File: src/common/acr_pkg.sv
package acr_pkg;

	// ====================================================
	// register map, byte addresses on the AXI4-Lite bus
	localparam logic [7:0] ACR_OFF_INPUT_SEL = 8'h00;
	localparam logic [7:0] ACR_OFF_CTRL_A    = 8'h04;
	localparam logic [7:0] ACR_OFF_CTRL_B    = 8'h08;
	localparam logic [7:0] ACR_OFF_RES_LOW   = 8'h0C;
	localparam logic [7:0] ACR_OFF_RES_HIGH  = 8'h10;
	localparam int         ACR_ADDR_W        = 8;

	// ====================================================
	// reset values
	localparam logic [7:0] ACR_RST_INPUT_SEL = 8'h00;
	localparam logic [7:0] ACR_RST_CTRL_A    = 8'h00;
	localparam logic [7:0] ACR_RST_CTRL_B    = 8'h00;
	localparam logic [9:0] ACR_RST_RESULT    = 10'h000;

	// ====================================================
	// field positions
	localparam int ACR_REF_HI   = 7;
	localparam int ACR_REF_LO   = 6;
	localparam int ACR_LAR_BIT  = 5;
	localparam int ACR_CHAN_HI  = 3;
	localparam int ACR_EN_BIT   = 7;
	localparam int ACR_START_BIT = 6;
	localparam int ACR_ATE_BIT  = 5;
	localparam int ACR_FLAG_BIT = 4;
	localparam int ACR_IE_BIT   = 3;
	localparam int ACR_PS_HI    = 2;
	localparam int ACR_CME_BIT  = 6;
	localparam int ACR_TS_HI    = 2;

	// ====================================================
	// encodings
	localparam logic [1:0] ACR_REF_EXT_PIN  = 2'h0;
	localparam logic [1:0] ACR_REF_SUPPLY   = 2'h1;
	localparam logic [1:0] ACR_REF_RESERVED = 2'h2;
	localparam logic [1:0] ACR_REF_BANDGAP  = 2'h3;
	localparam logic [3:0] ACR_CHAN_LAST_IN = 4'h7;
	localparam logic [3:0] ACR_CHAN_BANDGAP = 4'hE;
	localparam logic [3:0] ACR_CHAN_GROUND  = 4'hF;
	localparam logic [2:0] ACR_TS_FREE_RUN  = 3'h0;

	// ====================================================
	// timing counts in converter clock cycles
	localparam logic [4:0] ACR_CONV_FIRST  = 5'd25;
	localparam logic [4:0] ACR_CONV_NORMAL = 5'd13;

	localparam logic [1:0] ACR_RESP_OKAY   = 2'h0;
	localparam logic [1:0] ACR_RESP_SLVERR = 2'h2;

	// control handed to the analog sampling core
	typedef struct packed {
		logic       powerOn;
		logic       busy;
		logic       initConv;
		logic [1:0] referenceSelect;
		logic [3:0] inputChannelSelect;
	} acr_core_ctrl_t;

endpackage

File: src/design/acr_control.sv
// The register offsets and the AXI4-Lite interface to the registers were decided locally.
`timescale 1ns/1ps
// Function
// - reference_select bits 7:6 pick external pin, supply, reserved or 1.1V bandgap
// - reference change during conversion applies only after that conversion completes
// - left_adjust_result bit 5 changes presented result immediately
// - input-select bit 4 always reads zero
// - channel codes 0-7 inputs, 8-13 reserved, 14 bandgap, 15 ground
// - channel change during conversion applies only after completion
// - converter_enable bit 7 powers converter; clearing aborts running conversion
// - conversion_start bit 6 starts conversion; free running needs only first
// - first conversion after enable takes 25 converter clocks, later ones 13
// - start bit reads one while busy; writing zero does nothing
// - auto trigger starts conversion on rising edge of selected trigger
// - done flag bit 4 set when a conversion completes, even while result updates are locked
// - done flag cleared by interrupt vector acknowledge or writing one
// - interrupt requested when flag, irq enable and global enable all set
// - prescaler codes give divide by 2,2,4,8,16,32,64,128
// - right justified: low byte bits 7:0, high byte bits 1:0
// - left justified: high byte bits 9:2, low byte bits 7:6 hold 1:0
// - reading low byte locks result updates until high byte read
// - control B bits 7,5:3 read zero; bits 2:0 trigger source field
// - trigger codes: free run, comparator, ext irq0, timers in order
// - result equals input times 1024 over reference, from the core
module acr_control (
	input  wire logic                   clock,
	input  wire logic                   rst_n,
	input  wire logic                   clkEn,
	input  wire logic [7:0]             awaddr,
	input  wire logic                   awvalid,
	output logic                        awready,
	input  wire logic [31:0]            wdata,
	input  wire logic [3:0]             wstrb,
	input  wire logic                   wvalid,
	output logic                        wready,
	output logic [1:0]                  bresp,
	output logic                        bvalid,
	input  wire logic                   bready,
	input  wire logic [7:0]             araddr,
	input  wire logic                   arvalid,
	output logic                        arready,
	output logic [31:0]                 rdata,
	output logic [1:0]                  rresp,
	output logic                        rvalid,
	input  wire logic                   rready,
	input  wire logic [9:0]             conversionResult,
	input  wire logic [7:1]             triggerFlags,
	input  wire logic                   globalIrqEnable,
	input  wire logic                   irqVectorAck,
	output logic                        irqRequest,
	output logic                        comparatorMuxEnable,
	output acr_pkg::acr_core_ctrl_t     coreCtrl
);
	import acr_pkg::*;

	// ====================================================
	// register state
	logic [1:0] refSel_reg;
	logic       leftAdjust_reg;
	logic [3:0] chanSel_reg;
	logic       enable_reg;
	logic       autoTrig_reg;
	logic       doneFlag_reg;
	logic       irqEn_reg;
	logic [2:0] divSel_reg;
	logic       cme_reg;
	logic [2:0] trigSel_reg;
	logic [9:0] result_reg;
	logic       resLock_reg;

	// ====================================================
	// converter state
	logic       busy_reg;
	logic       needInit_reg;
	logic       curInit_reg;
	logic [6:0] preCnt_reg;
	logic [4:0] convCnt_reg;
	logic       trigPrev_reg;
	logic [1:0] actRef_reg;
	logic [3:0] actChan_reg;

	// ====================================================
	// bus state
	logic                  awHeld_reg;
	logic                  wHeld_reg;
	logic [ACR_ADDR_W-1:0] awAddr_reg;
	logic [7:0]            wByte_reg;
	logic                  wLane_reg;

	logic       doWrite;
	logic       arTake;
	logic       wrInSel;
	logic       wrCtrlA;
	logic       wrCtrlB;
	logic [7:0] divisor;
	logic [6:0] divLast;
	logic       convTick;
	logic [4:0] convLen;
	logic       convDone;
	logic       trigNow;
	logic       trigEdge;
	logic       startReq;
	logic       abort;
	logic       flagSet;
	logic       flagClr;
	logic [7:0] resLow;
	logic [7:0] resHigh;
	logic [7:0] rdByte;
	logic       rdHit;

	// ====================================================
	// write decode
	assign doWrite = awHeld_reg && wHeld_reg && !bvalid;
	assign wrInSel = doWrite && wLane_reg && (awAddr_reg == ACR_OFF_INPUT_SEL);
	assign wrCtrlA = doWrite && wLane_reg && (awAddr_reg == ACR_OFF_CTRL_A);
	assign wrCtrlB = doWrite && wLane_reg && (awAddr_reg == ACR_OFF_CTRL_B);
	assign arTake  = arvalid && arready;

	always_ff @(posedge clock or negedge rst_n) begin
		if (!rst_n) begin
			awHeld_reg <= 1'b0;
			awAddr_reg <= '0;
			awready    <= 1'b1;
		end else if (clkEn) begin
			if (awvalid && awready) begin
				awHeld_reg <= 1'b1;
				awAddr_reg <= awaddr;
				awready    <= 1'b0;
			end else if (doWrite) begin
				awHeld_reg <= 1'b0;
			end
			if (bvalid && bready) begin
				awready <= 1'b1;
			end
		end
	end

	always_ff @(posedge clock or negedge rst_n) begin
		if (!rst_n) begin
			wHeld_reg <= 1'b0;
			wByte_reg <= 8'h00;
			wLane_reg <= 1'b0;
			wready    <= 1'b1;
		end else if (clkEn) begin
			if (wvalid && wready) begin
				wHeld_reg <= 1'b1;
				wByte_reg <= wdata[7:0];
				wLane_reg <= wstrb[0];
				wready    <= 1'b0;
			end else if (doWrite) begin
				wHeld_reg <= 1'b0;
			end
			if (bvalid && bready) begin
				wready <= 1'b1;
			end
		end
	end

	// unmapped addresses still answer, with an error
	always_ff @(posedge clock or negedge rst_n) begin
		if (!rst_n) begin
			bvalid <= 1'b0;
			bresp  <= ACR_RESP_OKAY;
		end else if (clkEn) begin
			if (doWrite) begin
				bvalid <= 1'b1;
				bresp  <= (awAddr_reg == ACR_OFF_INPUT_SEL || awAddr_reg == ACR_OFF_CTRL_A ||
					awAddr_reg == ACR_OFF_CTRL_B || awAddr_reg == ACR_OFF_RES_LOW ||
					awAddr_reg == ACR_OFF_RES_HIGH) ? ACR_RESP_OKAY : ACR_RESP_SLVERR;
			end else if (bready) begin
				bvalid <= 1'b0;
			end
		end
	end

	// ====================================================
	// software registers
	always_ff @(posedge clock or negedge rst_n) begin
		if (!rst_n) begin
			refSel_reg     <= ACR_RST_INPUT_SEL[ACR_REF_HI:ACR_REF_LO];
			leftAdjust_reg <= ACR_RST_INPUT_SEL[ACR_LAR_BIT];
			chanSel_reg    <= ACR_RST_INPUT_SEL[ACR_CHAN_HI:0];
		end else if (clkEn && wrInSel) begin
			refSel_reg     <= wByte_reg[ACR_REF_HI:ACR_REF_LO];
			leftAdjust_reg <= wByte_reg[ACR_LAR_BIT];
			chanSel_reg    <= wByte_reg[ACR_CHAN_HI:0];
		end
	end

	always_ff @(posedge clock or negedge rst_n) begin
		if (!rst_n) begin
			enable_reg   <= ACR_RST_CTRL_A[ACR_EN_BIT];
			autoTrig_reg <= ACR_RST_CTRL_A[ACR_ATE_BIT];
			irqEn_reg    <= ACR_RST_CTRL_A[ACR_IE_BIT];
			divSel_reg   <= ACR_RST_CTRL_A[ACR_PS_HI:0];
		end else if (clkEn && wrCtrlA) begin
			enable_reg   <= wByte_reg[ACR_EN_BIT];
			autoTrig_reg <= wByte_reg[ACR_ATE_BIT];
			irqEn_reg    <= wByte_reg[ACR_IE_BIT];
			divSel_reg   <= wByte_reg[ACR_PS_HI:0];
		end
	end

	// reserved bits of control B are simply not stored
	always_ff @(posedge clock or negedge rst_n) begin
		if (!rst_n) begin
			cme_reg     <= ACR_RST_CTRL_B[ACR_CME_BIT];
			trigSel_reg <= ACR_RST_CTRL_B[ACR_TS_HI:0];
		end else if (clkEn && wrCtrlB) begin
			cme_reg     <= wByte_reg[ACR_CME_BIT];
			trigSel_reg <= wByte_reg[ACR_TS_HI:0];
		end
	end

	// ====================================================
	// prescaler
	always_comb begin
		case (divSel_reg)
			3'h0: divisor = 8'd2;
			3'h1: divisor = 8'd2;
			3'h2: divisor = 8'd4;
			3'h3: divisor = 8'd8;
			3'h4: divisor = 8'd16;
			3'h5: divisor = 8'd32;
			3'h6: divisor = 8'd64;
			default: divisor = 8'd128;
		endcase
	end
	assign divLast  = 7'(divisor - 8'd1);
	assign convTick = enable_reg && (preCnt_reg >= divLast);

	always_ff @(posedge clock or negedge rst_n) begin
		if (!rst_n) begin
			preCnt_reg <= 7'h00;
		end else if (clkEn) begin
			if (!enable_reg || convTick) begin
				preCnt_reg <= 7'h00;
			end else begin
				preCnt_reg <= preCnt_reg + 7'd1;
			end
		end
	end

	// ====================================================
	// start sources
	assign abort   = wrCtrlA && !wByte_reg[ACR_EN_BIT];
	assign trigNow = (trigSel_reg == ACR_TS_FREE_RUN) ? 1'b0 : triggerFlags[trigSel_reg];
	assign trigEdge = autoTrig_reg && trigNow && !trigPrev_reg;
	// start together with enable counts as the initialising conversion
	assign startReq = !busy_reg && !abort &&
		((wrCtrlA && wByte_reg[ACR_START_BIT] && wByte_reg[ACR_EN_BIT]) ||
		(enable_reg && trigEdge));
	assign convLen  = curInit_reg ? ACR_CONV_FIRST : ACR_CONV_NORMAL;
	assign convDone = busy_reg && convTick && (convCnt_reg == 5'(convLen - 5'd1));

	always_ff @(posedge clock or negedge rst_n) begin
		if (!rst_n) begin
			trigPrev_reg <= 1'b0;
		end else if (clkEn) begin
			trigPrev_reg <= trigNow;
		end
	end

	// ====================================================
	// conversion sequencer
	always_ff @(posedge clock or negedge rst_n) begin
		if (!rst_n) begin
			busy_reg     <= 1'b0;
			convCnt_reg  <= 5'd0;
			curInit_reg  <= 1'b0;
			needInit_reg <= 1'b1;
		end else if (clkEn) begin
			if (abort) begin
				busy_reg     <= 1'b0;
				convCnt_reg  <= 5'd0;
				needInit_reg <= 1'b1;
			end else if (startReq) begin
				busy_reg     <= 1'b1;
				convCnt_reg  <= 5'd0;
				curInit_reg  <= needInit_reg || !enable_reg;
				needInit_reg <= 1'b0;
			end else if (convDone) begin
				convCnt_reg <= 5'd0;
				curInit_reg <= 1'b0;
				// free running restarts itself without a new start write
				busy_reg    <= autoTrig_reg && (trigSel_reg == ACR_TS_FREE_RUN);
			end else if (busy_reg && convTick) begin
				convCnt_reg <= convCnt_reg + 5'd1;
			end
		end
	end

	// sampled selections only follow software between conversions
	always_ff @(posedge clock or negedge rst_n) begin
		if (!rst_n) begin
			actRef_reg  <= ACR_REF_EXT_PIN;
			actChan_reg <= 4'h0;
		end else if (clkEn && (!busy_reg || convDone)) begin
			actRef_reg  <= refSel_reg;
			actChan_reg <= chanSel_reg;
		end
	end

	// ====================================================
	// result and flag
	always_ff @(posedge clock or negedge rst_n) begin
		if (!rst_n) begin
			result_reg <= ACR_RST_RESULT;
		end else if (clkEn && convDone && !resLock_reg) begin
			result_reg <= conversionResult;
		end
	end

	// result bytes are formatted on read so a justification change is immediate
	assign resLow  = leftAdjust_reg ? {result_reg[1:0], 6'h00} : result_reg[7:0];
	assign resHigh = leftAdjust_reg ? result_reg[9:2] : {6'h00, result_reg[9:8]};

	// flag still sets when locked so software sees it missed a sample
	assign flagSet = convDone;
	assign flagClr = irqVectorAck || (wrCtrlA && wByte_reg[ACR_FLAG_BIT]);
	always_ff @(posedge clock or negedge rst_n) begin
		if (!rst_n) begin
			doneFlag_reg <= ACR_RST_CTRL_A[ACR_FLAG_BIT];
		end else if (clkEn) begin
			if (flagSet) begin
				doneFlag_reg <= 1'b1;
			end else if (flagClr) begin
				doneFlag_reg <= 1'b0;
			end
		end
	end

	always_ff @(posedge clock or negedge rst_n) begin
		if (!rst_n) begin
			irqRequest <= 1'b0;
		end else if (clkEn) begin
			irqRequest <= doneFlag_reg && irqEn_reg && globalIrqEnable;
		end
	end

	// ====================================================
	// read channel
	always_comb begin
		rdHit = 1'b1;
		case (araddr)
			ACR_OFF_INPUT_SEL: rdByte = {refSel_reg, leftAdjust_reg, 1'b0, chanSel_reg};
			ACR_OFF_CTRL_A: rdByte = {enable_reg, busy_reg, autoTrig_reg, doneFlag_reg,
				irqEn_reg, divSel_reg};
			ACR_OFF_CTRL_B: rdByte = {1'b0, cme_reg, 3'h0, trigSel_reg};
			ACR_OFF_RES_LOW: rdByte = resLow;
			ACR_OFF_RES_HIGH: rdByte = resHigh;
			default: begin
				rdByte = 8'h00;
				rdHit  = 1'b0;
			end
		endcase
	end

	always_ff @(posedge clock or negedge rst_n) begin
		if (!rst_n) begin
			arready <= 1'b1;
			rvalid  <= 1'b0;
			rdata   <= 32'h0000_0000;
			rresp   <= ACR_RESP_OKAY;
		end else if (clkEn) begin
			if (arTake) begin
				arready <= 1'b0;
				rvalid  <= 1'b1;
				rdata   <= {24'h00_0000, rdByte};
				rresp   <= rdHit ? ACR_RESP_OKAY : ACR_RESP_SLVERR;
			end else if (rvalid && rready) begin
				rvalid  <= 1'b0;
				arready <= 1'b1;
			end
		end
	end

	always_ff @(posedge clock or negedge rst_n) begin
		if (!rst_n) begin
			resLock_reg <= 1'b0;
		end else if (clkEn && arTake) begin
			if (araddr == ACR_OFF_RES_LOW) begin
				resLock_reg <= 1'b1;
			end else if (araddr == ACR_OFF_RES_HIGH) begin
				resLock_reg <= 1'b0;
			end
		end
	end

	// ====================================================
	// core side outputs
	always_ff @(posedge clock or negedge rst_n) begin
		if (!rst_n) begin
			coreCtrl            <= '0;
			comparatorMuxEnable <= 1'b0;
		end else if (clkEn) begin
			coreCtrl.powerOn            <= enable_reg;
			coreCtrl.busy               <= busy_reg;
			coreCtrl.initConv           <= busy_reg && curInit_reg;
			coreCtrl.referenceSelect    <= actRef_reg;
			coreCtrl.inputChannelSelect <= actChan_reg;
			comparatorMuxEnable         <= cme_reg;
		end
	end

endmodule

File: config.mk
export PLATFORM = sky130hd
export DESIGN_NAME = acr_control
export DESIGN_NICKNAME = d
export VERILOG_FILES = /design/src/common/acr_pkg.sv /design/src/design/acr_control.sv
export SDC_FILE = /design/constraint.sdc
export NUM_CORES = 1
export LEC_CHECK = 0
export ABC_CLOCK_PERIOD_IN_PS = 3100
export BUFFER_PORTS_ARGS = -buffer_cell sky130_fd_sc_hd__buf_2
export CAP_MARGIN = 20
export CELL_PAD_IN_SITES_DETAIL_PLACEMENT = 0
export CELL_PAD_IN_SITES_GLOBAL_PLACEMENT = 1
export CORE_UTILIZATION = 25
export DETAILED_ROUTE_END_ITERATION = 7
export PLACE_DENSITY = 0.59
export SLEW_MARGIN = 20
export SYNTH_ARGS = -nofsm -noshare
export SYNTH_HDL_FRONTEND = slang
export SYNTH_SLANG_ARGS = --single-unit
File: constraint.sdc
create_clock -name clock -period 3.1 [get_ports clock]
set_input_delay 0.62 -clock clock [delete_from_list [all_inputs] [get_ports clock]]
set_output_delay 0.62 -clock clock [all_outputs]
set_load 0.005 [all_outputs]
* Yosys cells after proc, flatten, opt, wreduce, memory -nomap -nowiden
Cells that the tools add are included.
Widths: inputs -> output; s select.
** Storage, ports and cells
- Flip-flop bits (word level) :: 98
- Input bits :: 79
- Output and inout port bits :: 52
- Word-level logic and storage cells :: 186
** Operators by class
- Add/sub/neg operators :: 4
- Order comparisons :: 2
- Eq/ne operators :: 15
- Multiplexer cells :: 40
- Bitwise operators :: 1
- Reductions and logical operators :: 84
** Operator list (count)
- $pmux 7 s6 :: 1
- $pmux 8 s5 :: 1
- $logic_and 1x1->1 :: 34
- $eq 8x4->1 const B :: 4
- $reduce_and 2->1 :: 15
- $mux 1 :: 27
- $mux 5 :: 5
- $reduce_bool 2->1 :: 10
- $eq 8x3->1 const B :: 2
- $eq 8x5->1 const B :: 2
- $logic_not 8->1 :: 2
- $mux 8 :: 2
- $eq 3x3->1 const B :: 3
- $logic_or 1x1->1 :: 9
- $add 7x1->7 const B :: 1
- $ge 7x7->1 :: 1
- $logic_not 1->1 :: 7
- $mux 7 :: 1
- $sub 7x1->7 const B :: 1
- $eq 3x2->1 const B :: 2
- $logic_not 3->1 :: 2
- $add 5x1->5 const B :: 1
- $eq 5x5->1 :: 1
- $reduce_or 5->1 :: 1
- 10 further kinds :: 11

* Longest topological paths before layout
Gate-level depths: netlist of run 1.
- Depth in word-level cells :: 11
- Gate-level depth with buffers :: 12
- Gate-level depth less buffers :: 11

* Worst setup path before layout of run 1
OpenSTA, ideal clock, no wires.
- Path type :: reg2reg
- Start :: register divSel_reg[1]
- End :: register result_reg[0]
- Library setup time :: 0.125 ns
- Arrival :: 2.799 ns
- Required time :: 2.975 ns
- Setup slack :: 0.177 ns
- Cell stages (with the launch flop) :: 13
- Clock period less this slack :: 2.923 ns
- Cells stage by stage :: dfrtp_1 clkbuf_1 or2_2 ha_1 nor2_1 a32oi_1 ha_1 nand4_1 o22ai_1 o21ai_1 or3_1 buf_2 mux2_2
** On the way
- Word-level cells in the longest chain between the ends :: 10
** Ends and longest elaborated chain
- start: declaration :: line acr_control.sv:65 : logic [2:0] divSel_reg;
- start signal: assignment :: line acr_control.sv:195 : divSel_reg <= ACR_RST_CTRL_A[ACR_PS_HI:0];
- start signal: assignment :: line acr_control.sv:200 : divSel_reg <= wByte_reg[ACR_PS_HI:0];
- $eq 3x1->1 or $logic_not 3->1 (tied branches) :: line acr_control.sv:218 : case (divSel_reg)
- $reduce_or 2->1 (no line)
- $pmux 7 s6 (*) :: line acr_control.sv:218
- $sub 7x1->7 (*) :: line acr_control.sv:229 : assign divLast = 7'(divisor - 8'd1);
- $ge 7x7->1 (*) :: line acr_control.sv:230 : assign convTick = enable_reg && (preCnt_reg >= divLast);
- $logic_and 1x1->1 (*) :: line acr_control.sv:230
- $logic_and 1x1->1 (*) (2 in a row) :: line acr_control.sv:254 : assign convDone = busy_reg && convTick && (convCnt_reg == 5'(convLen - 5'd1));
- $logic_and 1x1->1 (*) (2 in a row) :: line acr_control.sv:309 : end else if (clkEn && convDone && !resLock_reg) begin
- end signal: assignment :: line acr_control.sv:310 : result_reg <= conversionResult;
- end: declaration :: line acr_control.sv:68 : logic [9:0] result_reg;
Every way passes the cells marked *; elsewhere a longest branch is shown, timed or not.
A chain may end at the register's enable or synchronous reset.

* Worst setup path in the final report of run 1
- Start :: register divSel_reg[1]
- End :: register actRef_reg[1]
** On the way
- Word-level cells in the longest chain between the ends :: 10
** Ends and longest elaborated chain
- $eq 3x1->1 or $logic_not 3->1 (tied branches) :: line acr_control.sv:218
- $reduce_or 2->1 (no line)
- $pmux 7 s6 (*) :: line acr_control.sv:218
- $sub 7x1->7 (*) :: line acr_control.sv:229
- $ge 7x7->1 (*) :: line acr_control.sv:230
- $logic_and 1x1->1 (*) :: line acr_control.sv:230
- $logic_and 1x1->1 (*) (2 in a row) :: line acr_control.sv:254
- $logic_or 1x1->1 (*) :: line acr_control.sv:298 : end else if (clkEn && (!busy_reg || convDone)) begin
- $logic_and 1x1->1 (*) :: line acr_control.sv:298
- end signal: assignment :: line acr_control.sv:299 : actRef_reg <= refSel_reg;
- end: declaration :: line acr_control.sv:79 : logic [1:0] actRef_reg;
Marked as above.

==> results of run 1 <==
## cell families (layout without fill, tap and decap cells)
logic type	count (synthesis)	after routing	synth area share, %
other	1	26	0.0774
buffers and inverters	53	117	6.20
AND/OR/NAND/NOR	99	99	10.4
flip-flops	96	96	49.7
adder cells (fa/ha/maj)	10	10	2.58
AO/OA/AOI/OAI	89	89	12.9
multiplexers	73	73	17.3
XOR/XNOR	5	5	0.904
## worst max-delay path by stage
stage	start	to	depth (start not counted)
global placement	divSel_reg[1]$_DFFE_PN0P_	result_reg[0]$_DFFE_PN0P_	10
CTS	divSel_reg[1]$_DFFE_PN0P_	result_reg[0]$_DFFE_PN0P_	10
finish	divSel_reg[1]$_DFFE_PN0P_	actRef_reg[1]$_DFFE_PN0P_	10
detailed placement	divSel_reg[1]$_DFFE_PN0P_	result_reg[7]$_DFFE_PN0P_	10
global route	divSel_reg[1]$_DFFE_PN0P_	actRef_reg[1]$_DFFE_PN0P_	10
floorplan	divSel_reg[1]$_DFFE_PN0P_	result_reg[0]$_DFFE_PN0P_	12
## power breakdown
part / switching, mW / internal (mW) / total, mW
Sequential: 0.00112 / 1.25 / 1.25
Combinational: 0.0717 / 0.0392 / 0.111
Clock: 0.525 / 0.563 / 1.09
Total: 0.598 / 1.85 / 2.45
## layer usage
metal	global-route usage (%)	routed length, um	up-vias
met4	4.98	190	0
met3	2.24	410	16
met1	17.5	5630	1745
met2	19.3	5370	81
met5	0	0	-
li1	-	-	1684
## placed cells by master, fill, tap and decap left out, types with 3 or more instances in the layout
| cell type | Yosys | final |
|---|---|---|
| a21oi_1 | 16 | 16 |
| a22o_1 | 3 | 3 |
| a22oi_1 | 4 | 4 |
| a31oi_1 | 7 | 7 |
| a32o_1 | 7 | 7 |
| and3_1 | 4 | 4 |
| buf_2 | 3 | 76 |
| buf_4 | 26 | 12 |
| clkbuf_16 | 0 | 9 |
| conb_1 | 1 | 26 |
| dfrtp_1 | 92 | 92 |
| dfstp_2 | 4 | 4 |
| ha_1 | 10 | 10 |
| inv_1 | 12 | 12 |
| mux2_2 | 65 | 65 |
| mux2i_1 | 6 | 6 |
| nand2_1 | 38 | 38 |
| nand3_1 | 10 | 10 |
| nand3b_1 | 5 | 5 |
| nand4_1 | 6 | 6 |
| nor2_1 | 13 | 13 |
| nor2b_1 | 4 | 4 |
| nor3_1 | 4 | 4 |
| o211ai_1 | 3 | 3 |
| o21a_1 | 3 | 3 |
| o21ai_0 | 20 | 20 |
| o22ai_1 | 4 | 4 |
| o2bb2ai_1 | 4 | 4 |
| xor2_1 | 3 | 3 |
## what timing repair did
action,CTS,global route
hold buffers,0,0
setup endpoints to repair,0,10
resized for setup,0,1
## worst register-to-register path, stage by stage (launching register included)
cell     delay, ps
dfrtp_1        380
or2_2          340
ha_1           250
nor2_1         100
a32oi_1        120
ha_1           310
nand2_1         80
a211o_1        290
a211o_2        320
a21oi_4        280
mux2_2         370
## through the flow
step / util [%] / instances / hold WS [ps] / power (mW) / setup WS (ps)
CTS: 30.8 / 775 / 356 / 2.50 / 117
global placement: 29.2 / 759 / 451 / 1.39 / 179
floorplan: - / 451 / 324 / 1.34 / 177
global route: 30.8 / 775 / 389 / 2.56 / 34.1
detailed placement: 29.2 / 759 / 459 / 1.39 / 138
finish: 30.8 / 775 / 327 / 2.45 / 155
## area by class of cell
cell class                 instances  area [sq um]  area share, %
multi-input combinational        302          2240           38.6
inverter                          12          45.0          0.777
clock inverter                     7          66.3           1.14
sequential                        96          2410           41.5
timing repair buffer              89           490           8.46
clock buffer                       9           225           3.89
tap                              260           325           5.61
==> run summary, run 1 <==
Final Max Slew Viols = 0
Die X = 141 um
Unique masters post-synth = 59
crit path capture type = register
first-pass GRT wire length = 19300 um
GRT overflow = 0
Max Root-Sink Buffers = 2
crit-path max cell delay = 380 ps
row cnt = 50
initial antenna violation count = 0
outcome = finished, final reports clean
antenna cells = 0
Crit Path Class = reg2reg
worst path cell trace = or2_2 -> ha_1 -> nor2_1 -> a32oi_1 -> ha_1 -> nand2_1 -> a211o_1 -> a211o_2 -> a21oi_4 -> mux2_2
buffers and inverters on the worst path = 0
Max Freq = 340 MHz
top-count cell post-synth = dfrtp_1
Commonest cells post-synth = 92 x dfrtp_1, 65 x mux2_2, 38 x nand2_1, 26 x buf_4, 20 x o21ai_0
root buf cell = clkbuf_16
Final ANT Viol Nets = 0
HPWL Detailed = 8930 um
GRT Resource Usage Total = 12.6%
min cycle time layout = 2950 ps
fin crit share = 95.0%
post-synth top area share = 47.5%
Top delay family on crit path = compound AO/OA/AOI/OAI gates
Max-Cap Viols = 0
final setup violation count = 0
number of flops mapped to enable cells by yosys = 0
PwrDens = 423 nW/um^2
WL/cell = 15.0 um
I/O pin cnt = 131
critical path arrival = 3180 ps
CTS buffer count = 9
CTS Sinks = 96
largest net degree at the start of global routing = 57
CP required = 3330 ps
flops & latches, synth = 96
Top FF cell, synth = dfrtp_1
reg2reg setup slack = 150 ps
Vias = 3526
Fin. Hold Viols = 0
max FFs per register = 10
placed inst area = 5500 sq um
H-tree levels = 3
TritonRoute pass-1 iters = 4
Max-slew headroom = 49.5%
I/O Buffers = 77
total core area = 18800 sq um
reg2reg end = actRef_reg[1]$_DFFE_PN0P_
Peak supply drop = 226 uV
gp weighted congestion = 0.783
RSZ-0062 raised after global routing = no
Initial Util = 25.7%
largest area contributor in the netlist = dfrtp_1
filler instances = 1955
Cell Area, Synth = 4840 sq um
Static Leakage = 2.77 nW
Worst-Margin Slew = 751 ps
Worst R2R Path Depth = 10
die footprint = 19900 sq um
slowest CP cell = dfrtp_1
CP most frequent cell = ha_1
DRC violation count after routing = 0
die height = 141 um
async set-or-reset flop fraction in the synthesized netlist = 100%
total wire length = 11600 um
clock latency at the later pin of the worst-skew pair = 350 ps
Finished Cell Area = 5800 sq um
Yosys warnings = 0
vias per inst = 4.55
Synth area leaders = dfrtp_1 48%, mux2_2 15%, buf_4 4.0%
CTS tree = built
Reg clk slew, reported paths = 70 ps
nets@finish = 599
Critical Path Fanout Max = 6
setup_tns = 0 ps
area grow syn2layout = 19.6%
Detailed Route Iter0 Violations = 175
cells after synthesis = 426
share of post-route cells with drive strength above 1 = 36.1%
sequential area share after synthesis = 49.7%
worst min path class = in2async
RR Startpoint = divSel_reg[1]$_DFFE_PN0P_
Layout Skew = 8.47 ps
Worst setup SP type = register
postcts setup bufs = 0
synthesized area per cell = 11.4 sq um
vias in the first global route = 3555
No activity file was read; power rests on OpenSTA's default activity.
==> run 2, diff against run 1 <==
--- a/config.mk
+++ b/config.mk
@@ -6,13 +6,14 @@
 export NUM_CORES = 1
 export LEC_CHECK = 0
 export ABC_CLOCK_PERIOD_IN_PS = 3100
-export BUFFER_PORTS_ARGS = -buffer_cell sky130_fd_sc_hd__buf_2
+export BUFFER_PORTS_ARGS = -buffer_cell sky130_fd_sc_hd__clkbuf_2
 export CAP_MARGIN = 20
 export CELL_PAD_IN_SITES_DETAIL_PLACEMENT = 0
 export CELL_PAD_IN_SITES_GLOBAL_PLACEMENT = 1
 export CORE_UTILIZATION = 25
 export DETAILED_ROUTE_END_ITERATION = 7
 export PLACE_DENSITY = 0.59
+export SETUP_SLACK_MARGIN = 0.3
 export SLEW_MARGIN = 20
 export SYNTH_ARGS = -nofsm -noshare
 export SYNTH_HDL_FRONTEND = slang
==> run 2 against run 1 <==
  * Count of clock-buffer cells in the layout up 3
  * Final cell count rose by 1.0%
  * Global-route usage is 0.087 points lower
  * Flip-flop and latch count stayed put
  * Sequential share of layout area down 0.92 points
  * Total power fell by 1.1%
  * Worst hold slack got worse by 9.9 ps
  * Register-to-register slack gained 140 ps
  * Fmax increased by 4.8%
  * Critical path depth increased by 1
  * Critical endpoint is now actChan_reg[3]$_DFFE_PN0P_
  * Highest routed layer unchanged
==> run summary, run 2 (synthesized netlist as in run 1, its figures left out) <==
vias per inst = 4.57 (+0.47%)
GRT overflow = 0 (unchanged)
Crit Path Class = reg2reg
Reg power frac = 51.7% (+0.6 points)
worst min path class = in2async
share of post-route cells with drive strength above 1 = 38.2% (+2.1 points)
initial antenna violation count = 0 (unchanged)
Final Max Slew Viols = 0 (unchanged)
die height = 141 um (unchanged)
slowest CP cell = dfrtp_2
Multi-input gate area = 2310 sq um (+3.4%)
total core area = 18800 sq um (unchanged)
Fin. Hold Viols = 0 (unchanged)
H-tree levels = 3 (unchanged)
switching pwr = 0.542 mW (-9.3%)
filler instances = 1917 (-1.9%)
worst path cell trace = buf_4 -> buf_4 -> nand3b_1 -> xor2_1 -> ha_1 -> nand2_2 -> a211o_1 -> a211o_2 -> a21oi_4 -> buf_12 -> mux2_2
max FFs per register = 10 (unchanged)
Initial Util = 25.7% (unchanged)
Max Freq = 356 MHz (+4.8%)
Peak supply drop = 222 uV (-1.7%)
Detailed Route Iter0 Violations = 141 (-19%)
crit-path max cell delay = 430 ps (+50 ps)
Sw Share = 22.4% (-2.0 points)
RSZ-0062 raised after global routing = yes
crit path capture type = register
vias in the first global route = 3671 (+3.3%)
outcome = finished, final reports clean
Max-slew headroom = 51.9% (+2.4 points)
setup_tns = 0 ps (unchanged)
cts hold-fix bufs = 0 (unchanged)
Static Leakage = 2.80 nW (+1.3%)
I/O Buffers = 77 (unchanged)
row cnt = 50 (unchanged)
fin crit share = 90.6% (-4.4 points)
Die X = 141 um (unchanged)
Comb pwr share = 4.6% (about the same)
PwrDens = 409 nW/um^2 (-3.3%)
Worst-Margin Slew = 715 ps (-35.5 ps)
Layout Skew = 7.28 ps (-1.19 ps)
CTS Sinks = 96 (unchanged)
most common cell after layout, fill and taps aside = dfrtp_1
Reg clk slew, reported paths = 70 ps (about the same)
reg2reg setup slack = 290 ps (+140 ps)
HPWL Detailed = 8960 um (+0.41%)
Max Root-Sink Buffers = 2 (unchanged)
CP most frequent cell = buf_4
CTS tree = built
I/O pin cnt = 131 (unchanged)
largest net degree at the start of global routing = 52 (-8.8%)
CTS buffer count = 9 (unchanged)
WL/cell = 15.2 um (+1.5%)
clock latency at the later pin of the worst-skew pair = 340 ps (about the same)
DRC violation count after routing = 0 (unchanged)
nets@finish = 607 (+1.3%)
antenna cells = 0 (unchanged)
Critical Path Fanout Max = 6 (unchanged)
total wire length = 11900 um (+2.5%)
Worst setup SP type = register
area grow syn2layout = 22.4%
Vias = 3579 (+1.5%)
most frequent cells in the layout = 91 x dfrtp_1, 76 x clkbuf_2, 59 x mux2_2
gp weighted congestion = 0.830 (+6.0%)
final setup violation count = 0 (unchanged)
CP required = 3330 ps (about the same)
first-pass GRT wire length = 19400 um (+0.90%)
Max-Cap Viols = 0 (unchanged)
TritonRoute pass-1 iters = 4 (unchanged)
clock power share = 43.7% (-0.6 points)
min cycle time layout = 2810 ps (-135 ps)
Register Area = 2410 sq um (about the same)
GRT Resource Usage Total = 12.5% (-0.087 points)
critical path arrival = 3040 ps (-140 ps)
Internal = 1.88 mW (+1.6%)
Final ANT Viol Nets = 0 (unchanged)
Tot Pwr = 2.43 mW (-1.1%)
die footprint = 19900 sq um (unchanged)
root buf cell = clkbuf_16
run 2: cell types whose count changed in the layout (fill, tap and decap cells not counted), sizes merged:
cell and delta:
inv -2, clkinvlp -1, or3 +1, clkbuf +79, buf -69
run 2: final cells by class:
class                           instances  area share, %
Clock inverter                          4          0.464
Sequential cell                        96           40.6
Clock buffer                           12           4.33
Tap cell                              260           5.49
Multi-Input combinational cell        303           39.0
Timing Repair Buffer                   96           9.37
Inverter                               12          0.760
run 2: critical path, delay by kind of cell, from the launching register on:
| family | cells | cell delay [ps] |
|---|---|---|
| simple gates | 2 | 220 |
| xor+xnor | 1 | 180 |
| mux | 1 | 330 |
| flops | 1 | 430 |
| buf+inv | 3 | 430 |
| compound gates | 3 | 820 |
| fa+ha+maj | 1 | 290 |
run 2: worst paths after layout:
path | startpoint | endpoint | cells past startpoint
setup / recovery | divSel_reg[2]$_DFFE_PN0P_ | actChan_reg[3]$_DFFE_PN0P_ | 11
hold / removal | rst_n | chanSel_reg[0]$_DFFE_PN0P_ | 1
setup reg to reg | divSel_reg[2]$_DFFE_PN0P_ | actChan_reg[3]$_DFFE_PN0P_ | 11
hold reg to reg | wHeld_reg$_DFFE_PN0P_ | wHeld_reg$_DFFE_PN0P_ | 2
max in group asynchronous | rst_n | awready$_DFFE_PN1P_ | 2
min in group clock | wHeld_reg$_DFFE_PN0P_ | wHeld_reg$_DFFE_PN0P_ | 2
run 2: metrics by stage:
step,instances,util (%),cell area (sq um),setup slack (ps),hold WS [ps]
final,783,31.5,5930,290,318
after global routing,783,31.5,5930,161,364
after CTS,777,30.9,5820,289,338
after detailed placement,759,29.3,5520,181,469
after global placement,759,29.3,5520,178,451
after floorplan,451,-,4980,303,324
run 2: layer usage:
metal  global-route usage (%)  up-vias  share of wire (%)
li1                         -     1701                  -
met1                     16.3     1766                 47
met2                     20.1       92                 48
met3                     2.45       20                3.5
met4                     5.26        0                2.2
met5                        0        -                  0
run 2: power by group through the flow:
| stage | Sequential (mW) | Clock, mW | Combinational (mW) |
|---|---|---|---|
| after floorplan | 1.28 | 0 | 0.0629 |
| after global placement | 1.28 | 0 | 0.113 |
| after detailed placement | 1.28 | 0 | 0.114 |
| after CTS | 1.25 | 1.10 | 0.114 |
| after global routing | 1.25 | 1.15 | 0.128 |
| final | 1.26 | 1.06 | 0.112 |
run 2: what timing repair did:
item | 4_1_cts | 5_1_grt
pin swaps | 1 | 13
endpoints found under the setup margin | 16 | 17
gates cloned | 0 | 1
resized for setup | 1 | 13
buffers inserted | 2 | 5
